`src/rtl/irq_flag_bus_grant_pkg.sv`:
```
// constants for interrupt/flag recognition and bus request/grant logic
// assumes a single 50 MHz clock shared by core and this block
package irq_flag_bus_grant_pkg;
  localparam int          clock_period_ns     = 20;
  localparam int          min_pulse_ns        = 10;
  // shortest pulse that the input sampler still has to see, in cycles (at least one)
  localparam int          min_pulse_cycles    = (min_pulse_ns + clock_period_ns - 1)
                                                / clock_period_ns;
  localparam int          irq_count           = 3;
  localparam int          sync_stages         = 2;
  localparam logic        mode_level          = 1'b0;
  localparam logic        mode_edge           = 1'b1;
  localparam logic        reset_grant_n       = 1'b1;
  localparam logic        reset_select_n      = 1'b1;
  localparam logic        reset_line_n        = 1'b1;
  localparam logic        reset_pending       = 1'b0;
  localparam logic        reset_flag          = 1'b0;
  localparam logic        reset_stall         = 1'b0;
  localparam logic        reset_enable        = 1'b1;

  typedef enum logic [1:0] {
    bus_owned    = 2'b00,
    bus_releasing = 2'b01,
    bus_granted  = 2'b11,
    bus_reclaim  = 2'b10
  } bus_state_type;
endpackage

```
`src/rtl/input_sync.sv`:
```
// two-flip-flop synchroniser for one asynchronous input bit
// assumes the reset copy given is already released synchronously
`timescale 1ns/1ns
module input_sync
  import irq_flag_bus_grant_pkg::*;
#(
  parameter logic reset_value = 1'b1
) (
  input  wire logic clock,
  input  wire logic rst_b,
  input  wire logic async_in,
  output logic      sync_out
);
  logic first_stage;
  logic next_first_stage;
  logic next_sync_out;

  always_comb begin
    next_first_stage = async_in;
    next_sync_out    = first_stage;
  end

  always_ff @(posedge clock or negedge rst_b) begin
    if (!rst_b) begin
      first_stage <= reset_value;
      sync_out    <= reset_value;
    end else begin
      first_stage <= next_first_stage;
      sync_out    <= next_sync_out;
    end
  end
endmodule

```
`src/rtl/irq_flag_bus_grant_sync.sv`:
```
// interrupt/flag input recognition and external bus request/grant handshake
// assumes core pulses service_done per line and gives its own select/strobe values
// pins leave as value and enable pairs; the pad ring builds the actual drivers
`timescale 1ns/1ns
module irq_flag_bus_grant_sync
  import irq_flag_bus_grant_pkg::*;
#(
  parameter int irq_lines = irq_count
) (
  input  wire logic                 clock,
  input  wire logic                 rst_b,
  input  wire logic [irq_lines-1:0] ext_interrupt_req_n,
  input  wire logic [irq_lines-1:0] irq_edge_mode,
  input  wire logic [irq_lines-1:0] service_done,
  input  wire logic                 flag_input,
  input  wire logic                 bus_request_n,
  input  wire logic                 core_data_mem_select_n,
  input  wire logic                 core_program_mem_select_n,
  input  wire logic                 core_boot_mem_select_n,
  input  wire logic                 core_read_n,
  input  wire logic                 core_write_n,
  output logic [irq_lines-1:0]      irq_pending,
  output logic                      flag_sampled,
  output logic                      bus_grant_n,
  output logic                      core_stall,
  output logic                      data_mem_select_n,
  output logic                      data_mem_select_oe,
  output logic                      program_mem_select_n,
  output logic                      program_mem_select_oe,
  output logic                      boot_mem_select_n,
  output logic                      boot_mem_select_oe,
  output logic                      read_n,
  output logic                      read_oe,
  output logic                      write_n,
  output logic                      write_oe
);
  logic                 reset_meta;
  logic                 reset_sync_b;
  logic                 next_reset_meta;
  logic                 next_reset_sync_b;
  logic [irq_lines-1:0] irq_sync_n;
  logic [irq_lines-1:0] irq_prev_n;
  logic [irq_lines-1:0] next_irq_prev_n;
  logic [irq_lines-1:0] next_irq_pending;
  logic                 flag_sync;
  logic                 next_flag_sampled;
  logic                 request_sync_n;
  bus_state_type        bus_state;
  bus_state_type        next_bus_state;
  logic                 next_bus_grant_n;
  logic                 next_core_stall;
  logic                 next_drive;
  logic                 drive;
  logic [4:0]           next_pins;

  // reset released through two flops so every flop leaves reset on one edge
  always_comb begin
    next_reset_meta   = 1'b1;
    next_reset_sync_b = reset_meta;
  end

  always_ff @(posedge clock or negedge rst_b) begin
    if (!rst_b) begin
      reset_meta   <= 1'b0;
      reset_sync_b <= 1'b0;
    end else begin
      reset_meta   <= next_reset_meta;
      reset_sync_b <= next_reset_sync_b;
    end
  end

  // each pin passes two flops before any logic, which sets the once-per-cycle sampling
  // limitation: a pulse shorter than one clock can slip between samples and be lost
  // lines idle high, so their synchronisers reset high and reset fakes no request
  genvar g;
  generate
    for (g = 0; g < irq_lines; g++) begin : irq_in
      input_sync #(.reset_value(reset_line_n)) u_sync (
        .clock    (clock),
        .rst_b    (reset_sync_b),
        .async_in (ext_interrupt_req_n[g]),
        .sync_out (irq_sync_n[g])
      );
    end
  endgenerate

  // flag idles low
  input_sync #(.reset_value(reset_flag)) u_flag_sync (
    .clock    (clock),
    .rst_b    (reset_sync_b),
    .async_in (flag_input),
    .sync_out (flag_sync)
  );

  // a low reset value here would read as a request on the first cycle
  input_sync #(.reset_value(reset_line_n)) u_request_sync (
    .clock    (clock),
    .rst_b    (reset_sync_b),
    .async_in (bus_request_n),
    .sync_out (request_sync_n)
  );

  // edge mode: falling edge latches, cleared by service; set wins over clear
  // level mode: pending simply follows the line, the source holds it
  // service_done is ignored in level mode; the source releasing the line clears it
  always_comb begin
    next_irq_prev_n   = irq_sync_n;
    next_flag_sampled = flag_sync;
    for (int i = 0; i < irq_lines; i++) begin
      if (irq_edge_mode[i] == mode_edge) begin
        if (irq_prev_n[i] && !irq_sync_n[i]) begin
          next_irq_pending[i] = 1'b1;
        end else if (service_done[i]) begin
          next_irq_pending[i] = 1'b0;
        end else begin
          next_irq_pending[i] = irq_pending[i];
        end
      end else begin
        next_irq_pending[i] = !irq_sync_n[i];
      end
    end
  end

  always_ff @(posedge clock or negedge reset_sync_b) begin
    if (!reset_sync_b) begin
      // prev resets to the idle level so no false edge follows reset
      irq_prev_n   <= {irq_lines{reset_line_n}};
      irq_pending  <= {irq_lines{reset_pending}};
      flag_sampled <= reset_flag;
    end else begin
      irq_prev_n   <= next_irq_prev_n;
      irq_pending  <= next_irq_pending;
      flag_sampled <= next_flag_sampled;
    end
  end

  // request seen -> float pins (cycle 1) -> grant low (cycle 2), never same cycle
  // grant waits a full cycle after the float so no pin is still driven when it falls
  always_comb begin
    next_bus_state   = bus_state;
    next_bus_grant_n = bus_grant_n;
    next_drive       = drive;
    unique case (bus_state)
      bus_owned: begin
        if (!request_sync_n) begin
          next_bus_state = bus_releasing;
          next_drive     = 1'b0;
        end
      end
      bus_releasing: begin
        next_bus_state   = bus_granted;
        next_bus_grant_n = 1'b0;
      end
      // request changes while releasing or reclaiming wait for the next pass
      bus_granted: begin
        if (request_sync_n) begin
          next_bus_state   = bus_reclaim;
          next_bus_grant_n = 1'b1;
        end
      end
      bus_reclaim: begin
        // one full cycle with grant high and pins still floating
        next_bus_state = bus_owned;
        next_drive     = 1'b1;
      end
    endcase
    // core is held whenever it does not own the pins
    next_core_stall = !next_drive;
    if (next_drive) begin
      next_pins = {core_data_mem_select_n, core_program_mem_select_n, core_boot_mem_select_n,
                   core_read_n, core_write_n};
    end else begin
      // released pins read as idle high so a stray enable never strobes memory
      next_pins = {5{reset_select_n}};
    end
  end

  // value and enable leave the same flop stage, so they switch on one edge
  always_ff @(posedge clock or negedge reset_sync_b) begin
    if (!reset_sync_b) begin
      bus_state             <= bus_owned;
      bus_grant_n           <= reset_grant_n;
      core_stall            <= reset_stall;
      drive                 <= reset_enable;
      data_mem_select_oe    <= reset_enable;
      program_mem_select_oe <= reset_enable;
      boot_mem_select_oe    <= reset_enable;
      read_oe               <= reset_enable;
      write_oe              <= reset_enable;
      data_mem_select_n     <= reset_select_n;
      program_mem_select_n  <= reset_select_n;
      boot_mem_select_n     <= reset_select_n;
      read_n                <= reset_select_n;
      write_n               <= reset_select_n;
    end else begin
      bus_state             <= next_bus_state;
      bus_grant_n           <= next_bus_grant_n;
      core_stall            <= next_core_stall;
      drive                 <= next_drive;
      data_mem_select_oe    <= next_drive;
      program_mem_select_oe <= next_drive;
      boot_mem_select_oe    <= next_drive;
      read_oe               <= next_drive;
      write_oe              <= next_drive;
      data_mem_select_n     <= next_pins[4];
      program_mem_select_n  <= next_pins[3];
      boot_mem_select_n     <= next_pins[2];
      read_n                <= next_pins[1];
      write_n               <= next_pins[0];
    end
  end
endmodule

```
`config.mk`:
```
export PLATFORM = sky130hd
export DESIGN_NAME = irq_flag_bus_grant_sync
export DESIGN_NICKNAME = d
export VERILOG_FILES = /design/src/rtl/irq_flag_bus_grant_pkg.sv /design/src/rtl/input_sync.sv /design/src/rtl/irq_flag_bus_grant_sync.sv
export SDC_FILE = /design/constraint.sdc
export NUM_CORES = 1
export LEC_CHECK = 0
export BUFFER_PORTS_ARGS = -buffer_cell sky130_fd_sc_hd__buf_2
export CAP_MARGIN = 15
export CORE_MARGIN = 1.5
export CORE_UTILIZATION = 30
export DETAILED_ROUTE_END_ITERATION = 16
export HOLD_SLACK_MARGIN = 0.02
export PLACE_DENSITY = 0.66
export SETUP_SLACK_MARGIN = 0.02
export SYNTH_ARGS = -nofsm -noshare
export SYNTH_HDL_FRONTEND = slang
export SYNTH_SLANG_ARGS = --single-unit
```
`constraint.sdc`:
```
create_clock -name clock -period 0.9 [get_ports clock]
set_clock_uncertainty 0.2 [all_clocks]
set_input_delay 0.09 -clock clock [delete_from_list [all_inputs] [get_ports clock]]
set_output_delay 0.09 -clock clock [all_outputs]
set_load 0.1 [all_outputs]
```
==> metrics.md, run 1 <==
| Metric | Value |
|---|---|
| Gr usage total | `approximately 12%` |
| First-pass GRT wire length | `between 2000 and 3000 µm` |
| CTS Buf Count | `5` |
| Filler cell count | `between 200 and 300` |
| # H-tree levels | `2` |
| Fmax | `approximately 0.65 GHz` |
| IO Count | `34` |
| CP Max Fanout | `6` |
| CTS Hold Buffers Added | `16` |
| Seq/Total Area, Yosys | `79.95%` |
| CTS tree | `built` |
| Synth Area in Simple Gates | `under 10%` |
| IO Port Bufs | `33` |
| Slowest cell on the critical path | `dfstp_4` |
| Fin crit period | `1.527 ns` |
| Status | `finished with violations` |
| Post-synthesis compound-gate area fraction | `8.556%` |
| Worst Slack Setup Final | `-0.6270 ns` |
| WP data required | `just over 0.6 ns` |
| Adder-cell area share of the yosys netlist | `0%` |
| Initial Util | `a little under a third` |
| Die Ht | `~59 µm` |
| 1st-iter DRT viols | `12` |
| Detailed-route via count | `~620` |
| RSZ-0062 raised after global routing | `true` |
| Final Hold Viols | `8` |
| Global route hottest layer | `met2` |
| Die area | `approximately 3500 µm²` |
| GRT met1 Usage | `between 10% and 20%` |
| Min-delay src | `irq_edge_mode[2]` |
| Critical path launch point type | `flip-flop` |
| Worst path cell trace | `buf_12` |
| Number of distinct library cells after synthesis | `17` |
| Max Buffers Root-to-Sink | `2` |
| CP Data Arrival Time | `about 1.2 ns` |
| CP max stage delay | `a little over 0.7 ns` |
| Mapped cell area | `slightly above 900 µm²` |
| Core Box Area | `~3000 µm²` |
| Violated checks | `negative hold slack, negative setup slack` |
| Routed Antenna Nets | `0` |
| Initial antenna violation count | `0` |
| Max Slew Vio Count | `0` |
| Clock Sinks | `29` |
| Net count after synthesis | `77` |
| Root Buffer | `clkbuf_4` |
| Pin count of the biggest net entering global routing | `20` |
| Share of cells above drive strength 1 | `67.83%` |
| Fin Setup TNS | `-11.03 ns` |
| Synth Area in XOR/XNOR | `0%` |
| Avg Synthesized Cell Area | `approximately 16 µm²` |
| Grt met2 use | `between 10% and 20%` |
| GP Congestion | `0.5645` |
| Final period util | `169.7%` |
| # nets final | `132` |
| WL/cell | `between 10 and 15 µm` |
| N_diodes | `0` |
| Max-cap violations | `0` |
| GR Layer Usage met3 | `under 10%` |
| Total grt overflow | `0` |
| Clock latency on the worst-skew pair | `~0.32 ns` |
| Mux cell area share after synthesis | `0%` |
| Vias/cell | `about 4.2` |
| Area taken by flip-flops and latches | `about 800 µm²` |
| Detailed Route WL | `between 1500 and 2000 µm` |
| Worst-path clk slew | `0.09 ns` |
| Hold Path Class | `in2reg` |
| Worst setup EP type | `output pin` |
| Vias in the first global route | `652` |
| Critical path type | `reg2out` |
| Main combinational cell family by area after synthesis | `compound AO/OA/AOI/OAI gates` |
| Drt first pass iters | `2` |
| Min Hold Slack | `-0.1615 ns` |
| Area delta synth->final | `81.02%` |
| Critical path buffer and inverter count | `1` |
| DRC Markers | `0` |
| Multi-input combinational cell area | `between 150 and 200 µm²` |
| Setup Viol. Count Final | `29` |
| Dpl hpwl | `1146 µm` |
| CP top delay family | `flip-flops` |
| # rows | `20` |
| Synth Register Bits | `29` |
| Post-Synthesis Cells | `59` |
| Die X-Extent | `a little under 60 µm` |
| Yosys Warn Count | `0` |
-- synth_stat cells --
| library cell | count | area share [%] |
|---|---|---|
| nand2b_1 | 1 | 0.67 |
| a21oi_1 | 3 | 1.6 |
| nor2b_1 | 3 | 2.0 |
| buf_4 | 4 | 3.2 |
| o22ai_1 | 3 | 2.0 |
| buf_6 | 1 | 1.2 |
| clkbuf_1 | 1 | 0.40 |
| conb_1 | 1 | 0.40 |
| dfstp_2 | 18 | 51 |
| o21a_2 | 1 | 0.94 |
| nor2b_2 | 1 | 0.94 |
| inv_1 | 1 | 0.40 |
| or2_1 | 1 | 0.67 |
| dfrtp_1 | 11 | 29 |
| nor2_1 | 1 | 0.40 |
| o21bai_1 | 5 | 4.0 |
| nand2_1 | 3 | 1.2 |
-- cells in the final DEF, fill, tap and decap left out, types with 2 or more instances in the layout --
cell           netlist  layout
a21oi_2              0       3
buf_12               0      17
buf_2                0      17
buf_6                1       3
clkbuf_4             0       5
clkinv_2             0       2
dfrtp_1             11       4
dfrtp_2              0       2
dfrtp_4              0       5
dfstp_2             18      11
dfstp_4              0       7
dlygate4sd3_1        0      16
nand2_1              3       3
nor2b_1              3       3
o21bai_1             5       5
o22ai_1              3       3
-- path summary, 6_finish.rpt --
check / end / slack, ns / cells past startpoint
max: write_oe / -0.63 / 1
min: irq_pending[2]$_DFFE_PN0P_ / -0.16 / 3
max reg2reg: flip-flop / -0.38 / 2
min reg2reg: bus_state[0]$_DFFE_PN0P_ / 0 / 1
max in group asynchronous: irq_in[2].u_sync.sync_out$_DFF_PN1_ / 0.27 / 1
min in group asynchronous: reset_sync_b$_DFF_PN0_ / -0.13 / 2
-- timing repair --
item                                   in CTS  in global routing
setup endpoints to repair                  29                 29
buffers inserted                            1                  0
gates resized for setup                     5                  3
endpoints found under the hold margin      22                  9
pin swaps                                   4                  0
-- logic make-up after synthesis --
kind of cell / Yosys count
flip-flops: 29
AO/OA/AOI/OAI: 12
AND/OR/NAND/NOR: 10
buffers and inverters: 7
other: 1
-- per-layer routing --
metal | up-vias | wire, µm
li1 | 298 | -
met1 | 304 | 587
met2 | 19 | 952
met3 | 2 | 107
met4 | 0 | 25
met5 | - | 0
-- metrics by stage --
stage | cells | hold WS, ns | instance area [µm²] | util, % | setup slack [ns]
2_1_floorplan | 59 | -0.4056 | 1011 | - | -0.4685
3_3_place_gp | 123 | -0.3244 | 1440 | 47.96 | -0.3373
3_5_place_dp | 123 | -0.3231 | 1440 | 47.96 | -0.3604
4_1_cts | 148 | -0.1744 | 1684 | 56.08 | -0.6463
5_1_grt | 148 | -0.1751 | 1694 | 56.42 | -0.6812
6_report | 148 | -0.1615 | 1694 | 56.42 | -0.6270
-- registers in the layout (all words and copies together), names as in the netlist, named ones only --
register,cells
u_flag_sync.first_stage,1
irq_in.u_sync.sync_out,3
core_stall,1
u_flag_sync.sync_out,1
next_reset_sync_b,1
read_n,1
program_mem_select_n,1
reset_sync_b,1
boot_mem_select_n,1
bus_grant_n,1
flag_sampled,1
irq_in.u_sync.first_stage,3
irq_prev_n,3
irq_pending,3
u_request_sync.first_stage,1
data_mem_select_n,1
u_request_sync.sync_out,1
bus_state,2
write_n,1
-- worst reg2reg max path, stage by stage (launching register included) --
cell and delay (ns):
dfstp_4 0.72, o21a_4 0.19, or2_1 0.11
-- cell type report --
cell class | count | share of cell area [%]
clock buffers | 5 | 2.216
clock inverters | 3 | 1.034
inverters | 1 | 0.2216
multi-input cells | 23 | 10.12
flip-flops and latches | 29 | 46.97
well taps | 33 | 2.437
repair buffers | 54 | 37.00
Power of run 1 is left out: the tool's default activity adds up to more than one toggle a clock period on the data nets, which glitch-free logic cannot reach.
==> run 2, diff against run 1 <==
--- a/config.mk
+++ b/config.mk
@@ -8,10 +8,11 @@
 export BUFFER_PORTS_ARGS = -buffer_cell sky130_fd_sc_hd__buf_2
 export CAP_MARGIN = 15
 export CORE_MARGIN = 1.5
-export CORE_UTILIZATION = 30
+export CORE_UTILIZATION = 42
+export CTS_CLUSTER_SIZE = 12
 export DETAILED_ROUTE_END_ITERATION = 16
 export HOLD_SLACK_MARGIN = 0.02
-export PLACE_DENSITY = 0.66
+export PLACE_DENSITY = 0.83
 export SETUP_SLACK_MARGIN = 0.02
 export SYNTH_ARGS = -nofsm -noshare
 export SYNTH_HDL_FRONTEND = slang
==> run 2 against run 1 <==
  * The flow still finishes with violations (negative hold slack, negative setup slack)
  * Worst hold slack improved by 0.0023 ns
  * Sequential share of layout area increased by 0.85 points
  * Core utilization grew 26 points
  * Die area is 27% lower
  * Routed wire length rose by 26%
  * Critical path depth unchanged
  * Critical endpoint unchanged
  * Largest cell class unchanged
==> metrics.md, run 2 (synthesis results as in run 1) <==
| Metric | Value |
|---|---|
| Status | `finished with violations` |
| Violated checks | `negative hold slack, negative setup slack` |
| Initial Util | `46.29% (+15 points)` |
| Min-delay src | `irq_edge_mode[1]` |
| Static Leak | `0.7320 nW` |
| Reg-to-reg setup timing slack | `-0.37 ns (about the same)` |
| Die area | `2521 µm² (-27%)` |
| Net switching power | `0.003100 W` |
| N_diodes | `0 (unchanged)` |
| Fin crit period | `1.522 ns (-0.005137 ns)` |
| Detailed Route WL | `2104 µm (+26%)` |
| Gr usage total | `20.61% (+9.1 points)` |
| Min Hold Slack | `-0.1592 ns (+0.002283 ns)` |
| Core Box Area | `2022 µm² (-33%)` |
| Clock Sinks | `29 (unchanged)` |
| CP Max Fanout | `6 (unchanged)` |
| Pin count of the biggest net entering global routing | `17 (-15%)` |
| Switching part of the total power | `47.34%` |
| GP Congestion | `0.6335 (+12%)` |
| DRC Markers | `0 (unchanged)` |
| Worst path cell trace | `buf_12` |
| Worst Slack Setup Final | `-0.6219 ns (+0.005137 ns)` |
| RSZ-0062 raised after global routing | `true` |
| PwrDens | `~3900 nW/µm²` |
| CP max stage delay | `0.72 ns (about the same)` |
| FF-to-FF path depth | `2 (unchanged)` |
| Filler cell count | `107 (-59%)` |
| Final period util | `169.1% (-0.57 points)` |
| Worst setup EP type | `output pin` |
| CP top delay family | `flip-flops` |
| Hold Path Class | `in2reg` |
| CP Data Arrival Time | `1.23 ns (about the same)` |
| Most frequent cells in the layout | `buf_2, buf_12, dlygate4sd3_1` |
| Initial antenna violation count | `0 (unchanged)` |
| Critical path type | `reg2out` |
| Hold EP | `irq_pending[1]$_DFFE_PN0P_` |
| Final Hold Viols | `10 (+2)` |
| Worst-path clk slew | `0.08 ns (about the same)` |
| CTS Buf Count | `5 (unchanged)` |
| Die Ht | `50.21 µm (-15%)` |
| Worst Hold Depth | `3 (unchanged)` |
| Setup Viol. Count Final | `28 (-3.4%)` |
| Max Slew Vio Count | `0 (unchanged)` |
| Drt first pass iters | `4 (+2)` |
| # rows | `16 (-20%)` |
| Dpl hpwl | `1402 µm (+22%)` |
| Top sig layer | `met4` |
| Power share of the combinational group | `between 50% and 60%` |
| Critical path launch point type | `flip-flop` |
| Share of cells above drive strength 1 | `69.91% (+2.1 points)` |
| Die X-Extent | `50.21 µm (-15%)` |
| Max-cap violations | `0 (unchanged)` |
| Placed Instance Area | `1413 µm² (-1.9%)` |
| IO Count | `34 (unchanged)` |
| Vias/cell | `4.579 (+8.8%)` |
| Reg power frac | `between 30% and 40%` |
| Max Buffers Root-to-Sink | `2 (unchanged)` |
| Fmax | `0.6571 GHz (+0.34%)` |
| WP data required | `0.61 ns (about the same)` |
| # H-tree levels | `2 (unchanged)` |
| Critical path buffer and inverter count | `1 (unchanged)` |
| Total grt overflow | `0 (unchanged)` |
| Peak supply drop | `about 2.6 mV` |
| Detailed-route via count | `641 (+2.9%)` |
| DRT met1 WL | `704 µm (+20%)` |
| Pint | `roughly 0.0034 W` |
| Clock latency on the worst-skew pair | `0.31 ns (about the same)` |
| Area delta synth->final | `77.81%` |
| Root Buffer | `clkbuf_4` |
| Slowest cell on the critical path | `dfstp_4` |
| IO Port Bufs | `33 (unchanged)` |
| First-pass GRT wire length | `3463 µm (+27%)` |
| CTS tree | `built` |
| Commonest non-fill, non-tap cell in the layout | `buf_2` |
| Met2 Wirelength | `1278 µm (+34%)` |
| WL/cell | `15.03 µm (+33%)` |
| Metal3 WL | `70 µm (-35%)` |
| Routed Antenna Nets | `0 (unchanged)` |
| Clock group share of total power | `approximately 11%` |
| # nets final | `130 (-1.5%)` |
| 1st-iter DRT viols | `5 (-7)` |
| CTS Hold Buffers Added | `14 (-2)` |
| Vias in the first global route | `750 (+15%)` |
| Post-Layout Inst Area | `1664 µm² (-1.8%)` |
| Fin Setup TNS | `-11.14 ns (-0.1105 ns)` |
## run 2: cell types whose count changed in the layout (fill, tap and decap cells not counted), sizes merged
cell / change
clkbuf: +1
clkinvlp: -1
dlygate4sd3: -2
## run 2: worst max path at each step
stage,from,end,slack [ns],depth (start not counted)
2_1_floorplan,flip-flop,data_mem_select_oe,-0.47,1
3_3_place_gp,flip-flop,core_stall$_DFF_PN0_,-0.34,2
3_5_place_dp,flip-flop,core_stall$_DFF_PN0_,-0.36,2
4_1_cts,flip-flop,data_mem_select_oe,-0.63,1
5_1_grt,flip-flop,data_mem_select_oe,-0.65,1
6_report,flip-flop,write_oe,-0.62,1
## run 2: layout make-up
type,instances,area [µm²],area share [%]
sequential,29,795.8,47.82
timing repair buffer,52,594.3,35.71
multi-input combinational,23,185.2,11.13
tap,27,33.78,2.030
clock inverter,2,10.01,0.6015
inverter,1,3.754,0.2256
clock buffer,6,41.29,2.481
## run 2: power by group through the flow
| stage | Clock, W | Combinational, W | Sequential, W |
|---|---|---|---|
| 6_report | 0.000705 | 0.00374 | 0.00211 |
| 5_1_grt | 0.000803 | 0.00382 | 0.00215 |
| 4_1_cts | 0.000731 | 0.00370 | 0.00211 |
| 3_5_place_dp | 0 | 0.00352 | 0.00212 |
| 3_3_place_gp | 0 | 0.00345 | 0.00208 |
| 2_1_floorplan | 0 | 0.00123 | 0.00326 |
## run 2: layer usage
layer | vias to the layer above | global-route usage (%)
met2 | 24 | 40.57
met4 | 0 | 13.89
met3 | 4 | 4.464
met5 | - | 0
met1 | 324 | 17.83
li1 | 289 | -
## run 2: stage by stage
stage	power [W]	cells	hold WS, ns	utilization (%)	setup WS, ns
final	0.006547	140	-0.1592	82.30	-0.6219
after floorplan	0.004497	59	-0.4056	-	-0.4685
after CTS	0.006541	140	-0.1732	81.99	-0.6346
after detailed placement	0.005631	116	-0.3191	69.86	-0.3568
after global placement	0.005532	116	-0.3238	69.86	-0.3374
after global routing	0.006772	140	-0.1590	82.30	-0.6540
## run 2: what timing repair did
action                     in CTS  in global routing
setup endpoints to repair      28                 28
resized for setup               9                  3
buffers inserted                2                  1
hold endpoints to repair       20                  8
pin swaps                       2                  1
Note: power is estimated with default switching activity, not from simulation.
==> run 3, diff against run 2 <==
--- a/config.mk
+++ b/config.mk
@@ -17,3 +17,4 @@
 export SYNTH_ARGS = -nofsm -noshare
 export SYNTH_HDL_FRONTEND = slang
 export SYNTH_SLANG_ARGS = --single-unit
+export TNS_END_PERCENT = 50
==> run 3 against run 2 <==
  * The flow still finishes with violations (negative hold slack, negative setup slack)
  * Sequential cell count unchanged
  * Critical path depth unchanged
  * Die area unchanged
  * Cell area increased by 1.1%
  * Via count decreased by 4.4%
  * Global-route usage decreased by 1.7 points
==> metrics.md, run 3 (synthesis results as in run 1) <==
| Metric | Value |
|---|---|
| Status | `finished with violations` |
| Violated checks | `negative hold slack, negative setup slack` |
| Global route hottest layer | `met2` |
| First-pass GRT wire length | `3187 µm (-8.0%)` |
| Critical path buffer and inverter count | `1 (unchanged)` |
| RSZ-0062 raised after global routing | `true` |
| WP data required | `0.61 ns (about the same)` |
| Slowest cell on the critical path | `dfstp_4` |
| Worst Slack Setup Final | `-0.6423 ns (-0.02039 ns)` |
| Worst Hold Depth | `3 (unchanged)` |
| CTS Buf Count | `5 (unchanged)` |
| Clock latency on the worst-skew pair | `0.33 ns (+0.02 ns)` |
| # rows | `16 (unchanged)` |
| Grt met2 use | `33.33% (-7.2 points)` |
| Final Hold Viols | `7 (-3)` |
| Worst-path clk slew | `0.10 ns (+0.02 ns)` |
| Most frequent cells in the layout | `buf_2, buf_12, dlygate4sd3_1` |
| GP Congestion | `0.6353 (+0.28%)` |
| Worst path cell trace | `buf_12` |
| IO Port Bufs | `33 (unchanged)` |
| Root Buffer | `clkbuf_4` |
| Final period util | `171.4% (+2.3 points)` |
| Detailed Route WL | `1927 µm (-8.4%)` |
| IO Count | `34 (unchanged)` |
| Worst setup EP type | `output pin` |
| Filler cell count | `98 (-8.4%)` |
| CP top delay family | `flip-flops` |
| CTS tree | `built` |
| Area delta synth->final | `79.68%` |
| GRT met1 Usage | `19.30% (+1.5 points)` |
| Worst path depth | `1 (unchanged)` |
| Placed Instance Area | `1408 µm² (-0.35%)` |
| Vias/cell | `4.379 (-4.4%)` |
| Setup Viol. Count Final | `28 (unchanged)` |
| WL/cell | `13.76 µm (-8.4%)` |
| Max Buffers Root-to-Sink | `2 (unchanged)` |
| Max Slew Vio Count | `0 (unchanged)` |
| Placed cell count | `116 (unchanged)` |
| Final cell count without fillers | `140 (unchanged)` |
| Post-Layout Inst Area | `1682 µm² (+1.1%)` |
| Fmax | `0.6484 GHz (-1.3%)` |
| FF-to-FF path depth | `2 (unchanged)` |
| Dpl hpwl | `1312 µm (-6.4%)` |
| Critical path type | `reg2out` |
| Routed Antenna Nets | `0 (unchanged)` |
| Initial Util | `46.29% (unchanged)` |
| Max-cap violations | `0 (unchanged)` |
| Vias in the first global route | `658 (-12%)` |
| Total grt overflow | `0 (unchanged)` |
| DRC Markers | `0 (unchanged)` |
| Gr usage total | `18.93% (-1.7 points)` |
| Min-delay src | `irq_edge_mode[0]` |
| Share of cells above drive strength 1 | `69.03% (-0.88 points)` |
| Commonest non-fill, non-tap cell in the layout | `buf_2` |
| N_diodes | `0 (unchanged)` |
| Core Box Area | `2022 µm² (unchanged)` |
| CP max stage delay | `0.72 ns (about the same)` |
| Min Hold Slack | `-0.1714 ns (-0.01216 ns)` |
| Critical path launch point type | `flip-flop` |
| Die X-Extent | `50.21 µm (unchanged)` |
| CP Data Arrival Time | `1.25 ns (+0.02 ns)` |
| Hold Path Class | `in2reg` |
| Die area | `2521 µm² (unchanged)` |
| Fin crit period | `1.542 ns (+0.02039 ns)` |
| CP Max Fanout | `6 (unchanged)` |
| Detailed-route via count | `613 (-4.4%)` |
| # nets final | `130 (unchanged)` |
| Die Ht | `50.21 µm (unchanged)` |
| Clock Sinks | `29 (unchanged)` |
| Drt first pass iters | `2 (-2)` |
| 1st-iter DRT viols | `6 (+1)` |
| GR Layer Usage met3 | `7.143% (+2.7 points)` |
| # H-tree levels | `2 (unchanged)` |
| Initial antenna violation count | `0 (unchanged)` |
| Pin count of the biggest net entering global routing | `16 (-1)` |
==> run 3: worst paths after layout <==
check / endpoint / slack (ns)
max: data_mem_select_oe / -0.64
min in group asynchronous: next_reset_sync_b$_DFF_PN0_ / -0.12
max in group asynchronous: irq_in[1].u_sync.sync_out$_DFF_PN1_ / 0.25
min: irq_pending[0]$_DFFE_PN0P_ / -0.17
max reg2reg: core_stall$_DFF_PN0_ / -0.37
min reg2reg: core_stall$_DFF_PN0_ / -0.01
==> run 3: metrics by stage <==
| stage | setup WS, ns | util, % | TNS (ns) |
|---|---|---|---|
| after floorplan | -0.4685 | - | -9.921 |
| after global placement | -0.3345 | 69.62 | -5.014 |
| after detailed placement | -0.3635 | 69.62 | -5.590 |
| after CTS | -0.6450 | 81.25 | -11.55 |
| after global routing | -0.6717 | 83.17 | -12.40 |
| final | -0.6423 | 83.17 | -11.51 |
==> run 3: area by class of cell <==
class                   count  area [µm²]  share of cell area, %
clock buffers               7       76.32                  4.539
clock inverters             1       7.507                 0.4464
inverters                   1       3.754                 0.2232
multi-input cells          23       175.2                  10.42
flip-flops and latches     29       794.5                  47.25
well taps                  27       33.78                  2.009
repair buffers             52       590.6                  35.12
==> run 3: layer usage <==
layer,part of all wire [%],up-vias
li1,-,290
met1,36,299
met2,58,19
met3,4.5,5
met4,2.0,0
met5,0,-
==> run 3: what timing repair did <==
item | 4_1_cts | 5_1_grt
endpoints found under the hold margin | 22 | 5
endpoints found under the setup margin | 28 | 28
pin swaps | 3 | 0
gates resized for setup | 4 | 5
setup buffers | 1 | 1
hold buffers | 13 | 1
gates cloned | 0 | 0
Power of run 3 is left out for the same reason.
